[config.mk]
export PLATFORM = sky130hd
export DESIGN_NAME = aab_core
export DESIGN_NICKNAME = d
export VERILOG_FILES = /design/src/rtl/aab_pkg.sv /design/src/rtl/aab_if.sv /design/src/rtl/aab_decode.sv /design/src/rtl/aab_core.sv
export SDC_FILE = /design/constraint.sdc
export NUM_CORES = 1
export LEC_CHECK = 0
export BUFFER_PORTS_ARGS = -buffer_cell sky130_fd_sc_hd__clkbuf_2
export CAP_MARGIN = 10
export CORE_MARGIN = 10
export CORE_UTILIZATION = 61
export CTS_BUF_LIST = sky130_fd_sc_hd__clkbuf_16
export DETAILED_ROUTE_END_ITERATION = 16
export GPL_TIMING_DRIVEN = 0
export MAX_ROUTING_LAYER = met4
export PLACE_DENSITY = 0.84
export SYNTH_ARGS = -nofsm -noshare
export SYNTH_HDL_FRONTEND = slang
export SYNTH_SLANG_ARGS = --single-unit
[constraint.sdc]
create_clock -name CLK -period 4.75 [get_ports CLK]
set_clock_uncertainty 0.15 [all_clocks]
set_input_delay 1.1875 -clock CLK [delete_from_list [all_inputs] [get_ports CLK]]
set_output_delay 1.1875 -clock CLK [all_outputs]
set_load 0.01 [all_outputs]
[src/rtl/aab_pkg.sv]
package aab_pkg;
  // ---------------------------------------------------------------
  // Encodings
  // ---------------------------------------------------------------
  localparam logic [5:0] OPC_ADD_CARRY = 6'h08;   // 0010 00da
  localparam logic [5:0] OPC_AND_REG   = 6'h05;   // 0001 01da
  localparam logic [7:0] OPC_AND_LIT   = 8'h0B;   // 0000 1011
  localparam logic [7:0] OPC_BR_CARRY  = 8'hE2;   // 1110 0010
  // ---------------------------------------------------------------
  // Field positions
  // ---------------------------------------------------------------
  localparam int DEST_BIT   = 9;
  localparam int ACCESS_BIT = 8;
  // ---------------------------------------------------------------
  // Addressing constants
  // ---------------------------------------------------------------
  localparam logic [7:0] INDEXED_LIMIT = 8'h5F;    // Highest indexed offset
  localparam logic [7:0] ACCESS_SPLIT  = 8'h60;    // Upper access half starts here
  localparam logic [3:0] ACCESS_HI_BANK = 4'hF;    // Bank holding upper access half
  // ---------------------------------------------------------------
  // Reset values and phases
  // ---------------------------------------------------------------
  localparam logic [7:0]  ACCUM_RESET = 8'h00;
  localparam logic [20:0] PC_RESET    = 21'h000000;
  localparam logic [20:0] PC_STEP     = 21'h000002;
  localparam int          PHASES      = 4;
  typedef enum logic [1:0] {
    PH_DECODE  = 2'b00,
    PH_READ    = 2'b01,
    PH_PROCESS = 2'b10,
    PH_WRITE   = 2'b11
  } aab_phase_e;
endpackage : aab_pkg

[src/rtl/aab_if.sv]
`timescale 1ns/1ps
// ---------------------------------------------------------------
// Decoded instruction between decoder and core
// ---------------------------------------------------------------
interface aab_if;
  logic       is_add;      // Add with carry
  logic       is_andr;     // AND with register
  logic       is_andl;     // AND literal
  logic       is_br;       // Branch if carry
  logic       dest_mem;    // Result to memory
  logic [7:0] data_addr;   // Resolved low address byte
  logic [3:0] data_bank;   // Resolved bank
  logic       indexed;     // Indexed literal offset mode
  modport dec  (output is_add, is_andr, is_andl, is_br, dest_mem, data_addr, data_bank, indexed);
  modport core (input  is_add, is_andr, is_andl, is_br, dest_mem, data_addr, data_bank, indexed);
endinterface : aab_if

[src/rtl/aab_decode.sv]
`timescale 1ns/1ps
module aab_decode
  import aab_pkg::*;
(
  input  wire logic [15:0] instr,       // Instruction word
  input  wire logic [3:0]  bank_sel,    // Bank select register
  input  wire logic [7:0]  index_base,  // Index pointer low byte
  input  wire logic        ext_en,      // Extended set enabled
  aab_if.dec               d
);
  // ---------------------------------------------------------------
  // Opcode match
  // ---------------------------------------------------------------
  assign d.is_add  = (instr[15:10] == OPC_ADD_CARRY);
  assign d.is_andr = (instr[15:10] == OPC_AND_REG);
  assign d.is_andl = (instr[15:8] == OPC_AND_LIT);
  assign d.is_br   = (instr[15:8] == OPC_BR_CARRY);
  assign d.dest_mem = instr[DEST_BIT];
  // Indexed mode only for access-bank form with extended set on
  assign d.indexed = ~instr[ACCESS_BIT] & ext_en &
                     (instr[7:0] <= INDEXED_LIMIT);
  // ---------------------------------------------------------------
  // Address resolution; indexed mode wraps in the low byte only
  // ---------------------------------------------------------------
  assign d.data_addr = d.indexed ? 8'(index_base + instr[7:0]) : instr[7:0];
  assign d.data_bank = instr[ACCESS_BIT] ? bank_sel :
                       (instr[7:0] >= ACCESS_SPLIT) ? ACCESS_HI_BANK : 4'h0;
endmodule : aab_decode

[src/rtl/aab_core.sv]
`timescale 1ns/1ps
module aab_core
  import aab_pkg::*;
(
  input  wire logic        CLK,          // Core clock
  input  wire logic        RST,          // Sync reset, active high
  input  wire logic [15:0] INSTR,        // Fetched instruction word
  input  wire logic [3:0]  BANK_SEL,     // Bank select register
  input  wire logic [7:0]  INDEX_BASE,   // Index pointer low byte
  input  wire logic        EXT_EN,       // Extended set enable
  input  wire logic [7:0]  MEM_RDATA,    // Data memory read byte
  output logic [20:0]      PC,           // Program counter
  output logic [7:0]       ACCUM,        // Accumulator
  output logic [3:0]       MEM_BANK,     // Data memory bank
  output logic [7:0]       MEM_ADDR,     // Data memory address
  output logic             MEM_RD,       // Read strobe (phase 2)
  output logic             MEM_WR,       // Write strobe (phase 4)
  output logic [7:0]       MEM_WDATA,    // Write byte
  output logic             FLAG_N,       // Result msb
  output logic             FLAG_OV,      // Signed range
  output logic             FLAG_Z,       // Result null
  output logic             FLAG_DC,      // Nibble out
  output logic             FLAG_C,       // Adder msb out
  output logic [1:0]       PHASE,        // Current phase
  output logic             NOP_CYCLE     // Flushed second cycle
);
  // ---------------------------------------------------------------
  // Decode
  // ---------------------------------------------------------------
  aab_if      dif ();                 // Decoded fields
  logic [15:0] instr_reg;             // Latched word
  aab_phase_e  phase_reg;             // Phase counter
  logic        flush_reg;             // Second cycle is a no-op
  logic [7:0]  oper_reg;              // Operand latched in phase 2
  logic [7:0]  res_reg;               // Result computed in phase 3
  logic [4:0]  flags_next;            // N OV Z DC C next values
  logic [8:0]  sum_full;              // Add with carry out
  logic [4:0]  sum_lo;                // Low nibble with carry
  logic [7:0]  res_next;              // Combinational result
  logic        taken;                 // Branch condition

  aab_decode u_dec (
    .instr      (instr_reg),
    .bank_sel   (BANK_SEL),
    .index_base (INDEX_BASE),
    .ext_en     (EXT_EN),
    .d          (dif)
  );

  // ---------------------------------------------------------------
  // Phase sequencing
  // ---------------------------------------------------------------
  // Four phases per instruction cycle; every instruction here is one word
  always_ff @(posedge CLK) begin
    if (RST) begin
      phase_reg <= PH_DECODE;
    end else begin
      phase_reg <= aab_phase_e'(2'(phase_reg + 2'h1));
    end
  end

  // Latch the instruction at the start of each cycle
  always_ff @(posedge CLK) begin
    if (RST) begin
      instr_reg <= 16'h0000;
    end else if (phase_reg == PH_WRITE) begin
      instr_reg <= INSTR;
    end
  end

  // Flush marks the cycle after a taken branch as a no-op
  always_ff @(posedge CLK) begin
    if (RST) begin
      flush_reg <= 1'b0;
    end else if (phase_reg == PH_WRITE) begin
      flush_reg <= ~flush_reg & dif.is_br & taken;
    end
  end

  assign taken = FLAG_C;

  // ---------------------------------------------------------------
  // Datapath
  // ---------------------------------------------------------------
  // Operand read in phase 2: literal or memory byte
  always_ff @(posedge CLK) begin
    if (RST) begin
      oper_reg <= 8'h00;
    end else if (phase_reg == PH_READ) begin
      oper_reg <= dif.is_andl ? instr_reg[7:0] : MEM_RDATA;
    end
  end

  // Arithmetic; digit carry and overflow per usual 8-bit practice
  always_comb begin
    sum_full = 9'(ACCUM) + 9'(oper_reg) + 9'(FLAG_C);
    sum_lo   = 5'(ACCUM[3:0]) + 5'(oper_reg[3:0]) + 5'(FLAG_C);
    res_next = (dif.is_add) ? sum_full[7:0] : (ACCUM & oper_reg);
    flags_next[4] = res_next[7];
    flags_next[3] = (ACCUM[7] == oper_reg[7]) && (res_next[7] != ACCUM[7]);
    flags_next[2] = (res_next == 8'h00);
    flags_next[1] = sum_lo[4];
    flags_next[0] = sum_full[8];
  end

  always_ff @(posedge CLK) begin
    if (RST) begin
      res_reg <= 8'h00;
    end else if (phase_reg == PH_PROCESS) begin
      res_reg <= res_next;
    end
  end

  // ---------------------------------------------------------------
  // Write back in phase 4, flags in phase 3
  // ---------------------------------------------------------------
  // Accumulator destination for literal AND, or for add and register AND when destination bit is 0
  always_ff @(posedge CLK) begin
    if (RST) begin
      ACCUM <= ACCUM_RESET;
    end else if (phase_reg == PH_WRITE && !flush_reg) begin
      if (dif.is_andl || ((dif.is_add || dif.is_andr) && !dif.dest_mem)) begin
        ACCUM <= res_reg;
      end
    end
  end

  // Flags: add updates all five, AND updates N and Z, branch none
  always_ff @(posedge CLK) begin
    if (RST) begin
      FLAG_N  <= 1'b0;
      FLAG_OV <= 1'b0;
      FLAG_Z  <= 1'b0;
      FLAG_DC <= 1'b0;
      FLAG_C  <= 1'b0;
    end else if (phase_reg == PH_PROCESS && !flush_reg) begin
      if (dif.is_add) begin
        FLAG_OV <= flags_next[3];
        FLAG_DC <= flags_next[1];
        FLAG_C  <= flags_next[0];
      end
      if (dif.is_add || dif.is_andr || dif.is_andl) begin
        FLAG_N <= flags_next[4];
        FLAG_Z <= flags_next[2];
      end
    end
  end

  // Program counter: step each cycle, branch target written in phase 4
  always_ff @(posedge CLK) begin
    if (RST) begin
      PC <= PC_RESET;
    end else if (phase_reg == PH_WRITE) begin
      if (!flush_reg && dif.is_br && taken) begin
        PC <= 21'(PC + PC_STEP + 21'({{13{instr_reg[7]}}, instr_reg[7:0]} << 1));
      end else begin
        PC <= 21'(PC + PC_STEP);
      end
    end
  end

  // Memory address, strobes and write data
  always_ff @(posedge CLK) begin
    if (RST) begin
      MEM_BANK  <= 4'h0;
      MEM_ADDR  <= 8'h00;
      MEM_RD    <= 1'b0;
      MEM_WR    <= 1'b0;
      MEM_WDATA <= 8'h00;
    end else begin
      MEM_BANK  <= dif.data_bank;
      MEM_ADDR  <= dif.data_addr;
      MEM_RD    <= (phase_reg == PH_DECODE) && !flush_reg && (dif.is_add || dif.is_andr);
      MEM_WR    <= (phase_reg == PH_PROCESS) && !flush_reg &&
                   (dif.is_add || dif.is_andr) && dif.dest_mem;
      MEM_WDATA <= res_next;
    end
  end

  // Status outputs
  always_ff @(posedge CLK) begin
    if (RST) begin
      PHASE     <= 2'b00;
      NOP_CYCLE <= 1'b0;
    end else begin
      PHASE     <= 2'(phase_reg + 2'h1);
      NOP_CYCLE <= (phase_reg == PH_WRITE) ? (~flush_reg & dif.is_br & taken) : flush_reg;
    end
  end
endmodule : aab_core

=== After elaboration in Yosys (flattened, before gate mapping) ===
Cells that the tools add are included.

* Bitwise logic cells: 7
* Add/subtract/negate cells: 8
* $lt $le $gt $ge: 2
* Muxes and demuxes: 6
* Reduce and logical (&&, ||, !) cells: 20
* Equality and inequality tests: 9

{| class="wikitable"
|+ Operators with widths
! operator !! number
|-
| $mux W8 || 3
|-
| $add A21 B2 Y21 const B || 1
|-
| $add A21 B21 Y21 || 1
|-
| $mux W21 || 1
|-
| $logic_and A1 B1 Y1 || 10
|-
| $add A8 B8 Y9 || 1
|-
| $add A9 B1 Y9 || 1
|-
| $add A8 B8 Y8 || 1
|-
| $and A8 B8 Y8 || 1
|-
| $eq A8 B4 Y1 const B || 1
|-
| $eq A8 B8 Y1 const B || 1
|-
| $ge A8 B7 Y1 const B || 1
|-
| $le A8 B7 Y1 const B || 1
|-
| $logic_not A8 Y1 || 1
|-
| $mux W4 || 2
|-
| $eq A6 B3 Y1 const B || 1
|-
| $eq A6 B4 Y1 const B || 1
|-
| $reduce_and A2 Y1 || 3
|-
| $add A4 B4 Y5 || 1
|-
| $add A5 B1 Y5 || 1
|-
| $and A1 B1 Y1 || 4
|-
| $eq A2 B2 Y1 const B || 2
|-
| $logic_or A1 B1 Y1 || 3
|-
| $add A2 B1 Y2 const B || 1
|-
| 6 further kinds || 8
|}

* Output and inout port bits: 59
* Logic and storage cells: 69
* Input bits: 39
* Bits in registers: 91

=== Longest topological paths before layout ===
Gate-level depths: netlist of the first run.

* Depth in word-level cells: 5
* Depth in mapped cells: 16
* Depth with buffers taken out: 15

=== Hierarchy ===
From an unflattened synthesis of the first run, not the netlist that was laid out.

* Cells, all modules: 681
* Area, all modules: 5,679.2 um^2

{| class="wikitable"
|+ Modules (own cells, without submodules)
! module !! area each (um^2) !! times used !! seq. area each (um^2) !! cells an instance
|-
| aab_core || 5,096.1 || 1 || 1,801.7 || 594
|-
| aab_decode || 583.1 || 1 || 0.0 || 87
|}

=== Least setup slack after synthesis of the first run ===
OpenSTA, ideal clock, no wires.

* Path kind: reg-to-reg
* Start: reg PC[3]
* End: reg PC[20]
* Stages on the path, launching flop included: 16
* Clock period less this slack: 3.322 ns
* Path buffers: 1
* Library setup time: 0.064 ns
* Data required time: 4.536 ns
* Arrival: 3.108 ns
* Setup slack: 1.428 ns
* Cell sequence: dfxtp_1 and3_1 nand3_2 nor2_1 nand3_1 xnor2_1 ha_1 clkbuf_1 nand2_1 nor2_1 a211oi_1 o211ai_1 a22oi_2 xnor2_1 or3_1 nand4_1

* Longest elaborated chain between the ends: 3

{| class="wikitable"
|+ RTL lines
! what !! RTL line !! text
|-
| start: declaration || aab_core.sv:12 || <nowiki>output logic [20:0] PC,</nowiki>
|-
| start signal: assignment || aab_core.sv:155 || <nowiki>PC <= 21'(PC + PC_STEP + 21'({{13{instr_reg[7]}}, instr_reg[7:0]} << 1));</nowiki>
|-
| start signal: assignment || aab_core.sv:157 || <nowiki>PC <= 21'(PC + PC_STEP);</nowiki>
|-
| $add A21 B2 Y21 (*) || aab_core.sv:155, aab_core.sv:157 ||
|-
| $add A21 B21 Y21 || aab_core.sv:155 ||
|-
| $mux W21 (*) || aab_core.sv:154 || <nowiki>if (!flush_reg && dif.is_br && taken) begin</nowiki>
|}

Mark *: on every way between the ends. The rest lies on a longest branch, timed or not.
A chain may end at the register's enable or synchronous reset.

=== Worst setup path after layout of the first run ===
Ends and elaborated chain as after synthesis.

==> results.toml, run 1 <==
[logic_synthesis]
synth_edf_count = 0
syn_area_per_cell_um2 = 8.409
syn_inst = 662
synth_flop_cell = "dfxtp_1"
synth_area_um2 = 5567
yosys_warnings = 0
synth_nets = 748
ys_types = 70
synth_seq_area_share_pct = 32.37
synthArstFlopShare_pct = 0
synth-seq-cells = 90

[worst_setup_path]
cpMaxStageDelayCell = "dfxtp_1"
startpoint = "PC[3]$_SDFFE_PP0N_"
crit_family = "simple AND/OR/NAND/NOR gates"
crit_buf_inv = 1
cp_max_fo = 9
cp.required_ns = 4.89
crit_chain = "and3_1 -> nand3_2 -> nor2_1 -> nand3_1 -> xnor2_1 -> ha_1 -> clkbuf_1 -> nand2_1 -> nor2_1 -> a211oi_1 -> o211ai_1 -> a22oi_2 -> xnor2_1 -> or3_1 -> nand4_1"
reg2reg_from = "PC[3]$_SDFFE_PP0N_"
cp.arrival_ns = 4.00
crit_path_start_kind = "flip-flop"
path_class = "flip-flop to flip-flop"
critPathCaptureType = "flip-flop"
slowest_delay_ns = 0.46

[clock_network]
cts-root-buf = "clkbuf_16"
ctsHtreeMaxLevel = 3
cts_hold_buf = 0
cts_buffer_depth = 2
clkTransAtPathRegs_ns = 0.07
insertion_delay_ns = 0.35
tritoncts = "done"
cts_made_buffers = 9
numClockSinks = 90
ctsResizeCount = 0
cts_setup_buffers = 0

[cells_and_area]
synthToLayoutAreaGrowth_pct = 16.41
num-fill-cells = 698
drive_gt1_share_pct = 18.09
diodes = 0
nets = 855
largest_reg_flops = 20
stdcell_area_um2 = 6480

[global_route]
grtUsageMet1_pct = 27.33
grt_max_degree = 22
grt_use_total_pct = 24.07
top_usage_layer = "met2"
gr-usage-met2_pct = 41.34
grt_pass1_vias = 5320
gr-total-overflow = 0
grt.met3_usage_pct = 3.824
antenna_found_initial = 0
grt_pass1_wl_um = 25430

[timing]
rsz0062_at_grt = "false"
fin_crit_sh_pct = 81.27
tns_ns = 0
layout_setup_ws_ns = 0.8897
fmax_ghz = 0.2590
slew_viol_final = 0
worst_slew_pin_slew_ns = 0.9148
fin_crit_ns = 3.860
slew_headroom_pct = 38.93
finalHoldViolCount = 0
setup_viol = 0

[floorplan]
initial_utilization_pct = 63.21
die_x_um = 115.5
die_h_um = 115.5
core-area_um2 = 8806
die_area_um2 = 13350
ios = 98
rows = 34

[placement]
post-place-ws_ns = 0.9792
placed_cell_area_um2 = 6182
dpl.hpwl_um = 12170
routabilityCongestion = 1.011
portBuffers = 96

[routing]
num_vias = 5402
drt_pass1_iterations = 5
drt-total-wl_um = 15870
post_drt_via_cell_ratio = 6.125
first_iter_violations = 429
remaining_drc_errors = 0
routedWlPerCell_um = 18.00
ant_nets = 0

[min_path]
hold_start = "oper_reg[5]$_SDFFE_PP0N_"
holdCritPathClass = "flip-flop to flip-flop"

[power_and_ir_drop]
p_per_area_nw_per_um2 = 267.7
leakagePower_nw = 2.905
vdd_drop_max_mv = 0.1589

[flow_run]
drv_cap = 0

[run_status]
outcome = "complete, no violations"
==> metal layers <==
layer / share of wire (%) / wire length (µm)
met5: 0 / 0
met4: 2.4 / 374
met3: 7.2 / 1142
met2: 49 / 7728
met1: 42 / 6627
==> cell families after synthesis <==
logic type               count (synthesis)  share of synthesized area, %
AND/OR/NAND/NOR                        231                         19.94
flip-flops                              90                         32.37
adder cells (fa/ha/maj)                 47                         11.10
AO/OA/AOI/OAI                          161                         19.82
multiplexers                            36                         6.473
XOR/XNOR                                38                         5.979
other                                    1                       0.06737
buffers and inverters                   58                         4.248
==> per-stage QoR <==
stage / instances / hold WS (ns) / power (mW) / utilization, %
floorplan: 662 / 0.3096 / 0.9529 / -
global placement: 866 / 0.3186 / 1.019 / 70.20
detailed placement: 866 / 0.3345 / 1.029 / 70.20
CTS: 882 / 0.3512 / 1.737 / 73.59
global route: 882 / 0.3629 / 1.795 / 73.59
finish: 882 / 0.3469 / 1.735 / 73.59
==> worst register-to-register path: cells and delay by family, from the launching register on <==
family,cells,cell delay (ns)
DFF,1,0.46
adders and majority gates,1,0.28
and+or+nand+nor,8,1.73
buffers and inverters,1,0.20
xor gates and xnor gates,2,0.29
AOI/OAI and AO/OA,3,0.71
==> final timing paths <==
kind                         endpoint  cells past startpoint  slack, ns
max               PC[20]$_SDFFE_PP0N_                     15       0.89
max reg2reg       PC[20]$_SDFFE_PP0N_                     15       0.89
min reg2reg  oper_reg[5]$_SDFFE_PP0N_                      2       0.35
min          oper_reg[5]$_SDFFE_PP0N_                      2       0.35
==> Yosys cell counts, types with 7 or more instances <==
cell type | number | area (µm²)
ha_1 | 43 | 538.0
nand4_1 | 7 | 43.79
nand2b_1 | 7 | 43.79
nand3_1 | 10 | 50.05
nor2_1 | 97 | 364.1
xor2_1 | 14 | 122.6
a21oi_1 | 44 | 220.2
clkbuf_1 | 17 | 63.81
mux2i_1 | 36 | 360.4
a211oi_1 | 22 | 165.2
nor3_1 | 13 | 65.06
inv_1 | 27 | 101.4
xnor2_1 | 24 | 210.2
and3_1 | 9 | 56.30
dfxtp_1 | 90 | 1802
nand2_1 | 45 | 168.9
o21ai_0 | 29 | 145.1
a21o_1 | 10 | 75.07
==> layout by cell type (no fill, tap or decap), types with 24 or more instances in the layout <==
| master | synthesis | routed |
|---|---|---|
| dfxtp_1 | 90 | 90 |
| o21ai_0 | 29 | 29 |
| mux2i_1 | 36 | 36 |
| inv_1 | 27 | 27 |
| xnor2_1 | 24 | 24 |
| ha_1 | 43 | 43 |
| a21oi_1 | 44 | 44 |
| clkbuf_2 | 0 | 96 |
| nand2_1 | 45 | 45 |
| nor2_1 | 97 | 97 |
==> area by class of cell <==
| type | count | area [µm²] | area share, % |
|---|---|---|---|
| plain buffers | 31 | 135.1 | 2.085 |
| multi-input cells | 514 | 3528 | 54.45 |
| flip-flops and latches | 90 | 1802 | 27.80 |
| clock buffers | 9 | 225.2 | 3.476 |
| well taps | 108 | 135.1 | 2.085 |
| clock inverters | 7 | 72.57 | 1.120 |
| inverters | 27 | 101.3 | 1.564 |
| repair buffers | 96 | 480.5 | 7.415 |
==> where the power goes <==
| group | switching, mW | internal [mW] | total [mW] |
|---|---|---|---|
| sequential | 0.0274 | 0.782 | 0.809 |
| combinational | 0.122 | 0.0840 | 0.206 |
| clock | 0.349 | 0.371 | 0.719 |
Power figures use the tool's default switching activity.
==> run 2, diff against run 1 <==
--- a/config.mk
+++ b/config.mk
@@ -8,12 +8,12 @@
 export BUFFER_PORTS_ARGS = -buffer_cell sky130_fd_sc_hd__clkbuf_2
 export CAP_MARGIN = 10
 export CORE_MARGIN = 10
-export CORE_UTILIZATION = 61
+export CORE_UTILIZATION = 51
 export CTS_BUF_LIST = sky130_fd_sc_hd__clkbuf_16
 export DETAILED_ROUTE_END_ITERATION = 16
 export GPL_TIMING_DRIVEN = 0
 export MAX_ROUTING_LAYER = met4
-export PLACE_DENSITY = 0.84
+export PLACE_DENSITY = 0.75
 export SYNTH_ARGS = -nofsm -noshare
 export SYNTH_HDL_FRONTEND = slang
 export SYNTH_SLANG_ARGS = --single-unit
==> constraint.sdc (replaced) <==
create_clock -name CLK -period 3.42 [get_ports CLK]
set_clock_uncertainty 0.15 [all_clocks]
set_input_delay 0.855 -clock CLK [delete_from_list [all_inputs] [get_ports CLK]]
set_output_delay 0.855 -clock CLK [all_outputs]
set_load 0.01 [all_outputs]
==> run 2 against run 1 <==
  * Combinational power rose by 42%
  * Global-route usage fell by 3.1 points
  * Core utilization fell by 11 points
  * Highest routed layer unchanged
  * Largest cell class unchanged
  * Via count is 1.7% lower
  * Critical endpoint unchanged
  * Die area grew 16%
==> results.toml, run 2 (synthesized netlist as in run 1, its figures left out) <==
[timing]
fin_crit_ns = 3.274
setup_viol = 0
slew_viol_final = 0
layout_setup_ws_ns = 0.1461
slew_headroom_pct = 27.56
fin_hold_ws_ns = 0.3395
worst_slew_pin_slew_ns = 1.085
fmax_ghz = 0.3054
finalHoldViolCount = 0
fin_crit_sh_pct = 95.73

[cells_and_area]
final_common_cell = "clkbuf_2"
stdcell_area_um2 = 6774
diodes = 0
final_cell_mix = "clkbuf_2, nor2_1, dfxtp_1"
drive_gt1_share_pct = 23.69
nets = 862
synthToLayoutAreaGrowth_pct = 21.69
largest_reg_flops = 20

[placement]
post-place-ws_ns = -0.4543
dpl.hpwl_um = 12460
portBuffers = 96
placed_cell_area_um2 = 6222
routabilityCongestion = 0.9415

[power_and_ir_drop]
swShare_pct = 28.53
p_comb_share_pct = 12.1
power.share.sequential_pct = 46.7
vdd_drop_max_mv = 0.2291
power_switching_mw = 0.6864
total_power_mw = 2.406
p_per_area_nw_per_um2 = 355.2
leakagePower_nw = 2.956
clkPwrFrac_pct = 41.2
internal_power_mw = 1.720

[global_route]
gr-total-overflow = 0
grt_max_degree = 22
grt_pass1_vias = 5249
grt_pass1_wl_um = 26740
grt_use_total_pct = 21.01
antenna_found_initial = 0

[floorplan]
die_x_um = 124.5
die_h_um = 124.5
core-area_um2 = 10750
initial_utilization_pct = 51.80
die_area_um2 = 15490
rows = 38
ios = 98

[routing]
remaining_drc_errors = 0
ant_nets = 0
drt-total-wl_um = 16460
drt_pass1_iterations = 6
post_drt_via_cell_ratio = 5.764
num_vias = 5309
routedWlPerCell_um = 17.87
first_iter_violations = 422

[min_path]
holdCritPathClass = "flip-flop to flip-flop"

[worst_setup_path]
crit_path_start_kind = "flip-flop"
cp.required_ns = 3.56
path_class = "flip-flop to flip-flop"
cp.arrival_ns = 3.41
cp_max_fo = 7
critPathCaptureType = "flip-flop"
worst-r2r-setup-slack_ns = 0.15

[clock_network]
numClockSinks = 90
cts_buffer_depth = 2
tritoncts = "done"
clkTransAtPathRegs_ns = 0.07
cts_made_buffers = 9
cts_hold_buf = 0
ctsHtreeMaxLevel = 3
insertion_delay_ns = 0.35
cts-root-buf = "clkbuf_16"

[flow_run]
drv_cap = 0

[run_status]
outcome = "complete, no violations"
==> run 2: cell types whose count changed in the layout (fill, tap and decap cells not counted), moves of 4 or more <==
cell	before	now
buf_4	1	10
a21oi_2	1	5
dfxtp_1	90	81
ha_1	43	37
a21oi_1	44	40
dfxtp_4	0	7
ha_2	0	4
==> run 2: per-stage QoR <==
step	util (%)	std cells	TNS (ns)
after floorplan	-	662	0
after global placement	57.91	898	-1.582
after detailed placement	57.91	898	-2.067
after CTS	61.24	915	0
after global routing	63.04	921	-0.03297
final	63.04	921	0
==> run 2: power groups by stage <==
stage	Combinational [mW]	Clock (mW)	Sequential [mW]
4_1_cts	0.285	1.00	1.12
6_report	0.292	0.990	1.12
5_1_grt	0.326	1.04	1.13
3_3_place_gp	0.273	0	1.15
3_5_place_dp	0.282	0	1.15
2_1_floorplan	0.179	0	1.14
==> run 2: path summary, 6_finish.rpt <==
path / startpoint / endpoint / depth (start not counted)
worst max register to register: PC[3]$_SDFFE_PP0N_ / PC[20]$_SDFFE_PP0N_ / 14
worst min-delay path: FLAG_OV$_SDFFE_PP0P_ / FLAG_OV$_SDFFE_PP0P_ / 2
worst max-delay path: PC[3]$_SDFFE_PP0N_ / PC[20]$_SDFFE_PP0N_ / 14
worst min register to register: FLAG_OV$_SDFFE_PP0P_ / FLAG_OV$_SDFFE_PP0P_ / 2
==> run 2: metal layers <==
layer	GRT usage [%]	part of all wire (%)	up-vias
met2	34.24	48	183
met5	-	0	-
li1	-	-	2597
met3	3.489	6.0	32
met4	6.169	2.1	0
met1	26.12	44	2497
==> run 2: critical path, stage by stage, from the launching register on <==
cell      delay (ns)
dfxtp_4         0.39
and3_4          0.21
and3_4          0.22
and2_4          0.17
nand2_1         0.07
xnor2_1         0.15
ha_1            0.35
and2_1          0.20
and3_1          0.22
o311ai_4        0.14
a31oi_4         0.24
a22oi_2         0.11
xnor2_2         0.16
or3_1           0.35
nand4_1         0.08
==> run 2: repair_timing <==
action	4_1_cts	5_1_grt
pin swaps	4	13
setup endpoints to repair	9	9
gates resized for setup	19	32
buffers inserted	1	8
==> run 2: final cells by class <==
type / instances / area [µm²]
fillers: 1008 / 3971
multi-input cells: 514 / 3695
flip-flops and latches: 90 / 1831
repair buffers: 105 / 548.0
clock buffers: 9 / 225.2
well taps: 140 / 175.2
plain buffers: 29 / 127.6
inverters: 27 / 101.3
clock inverters: 7 / 71.32
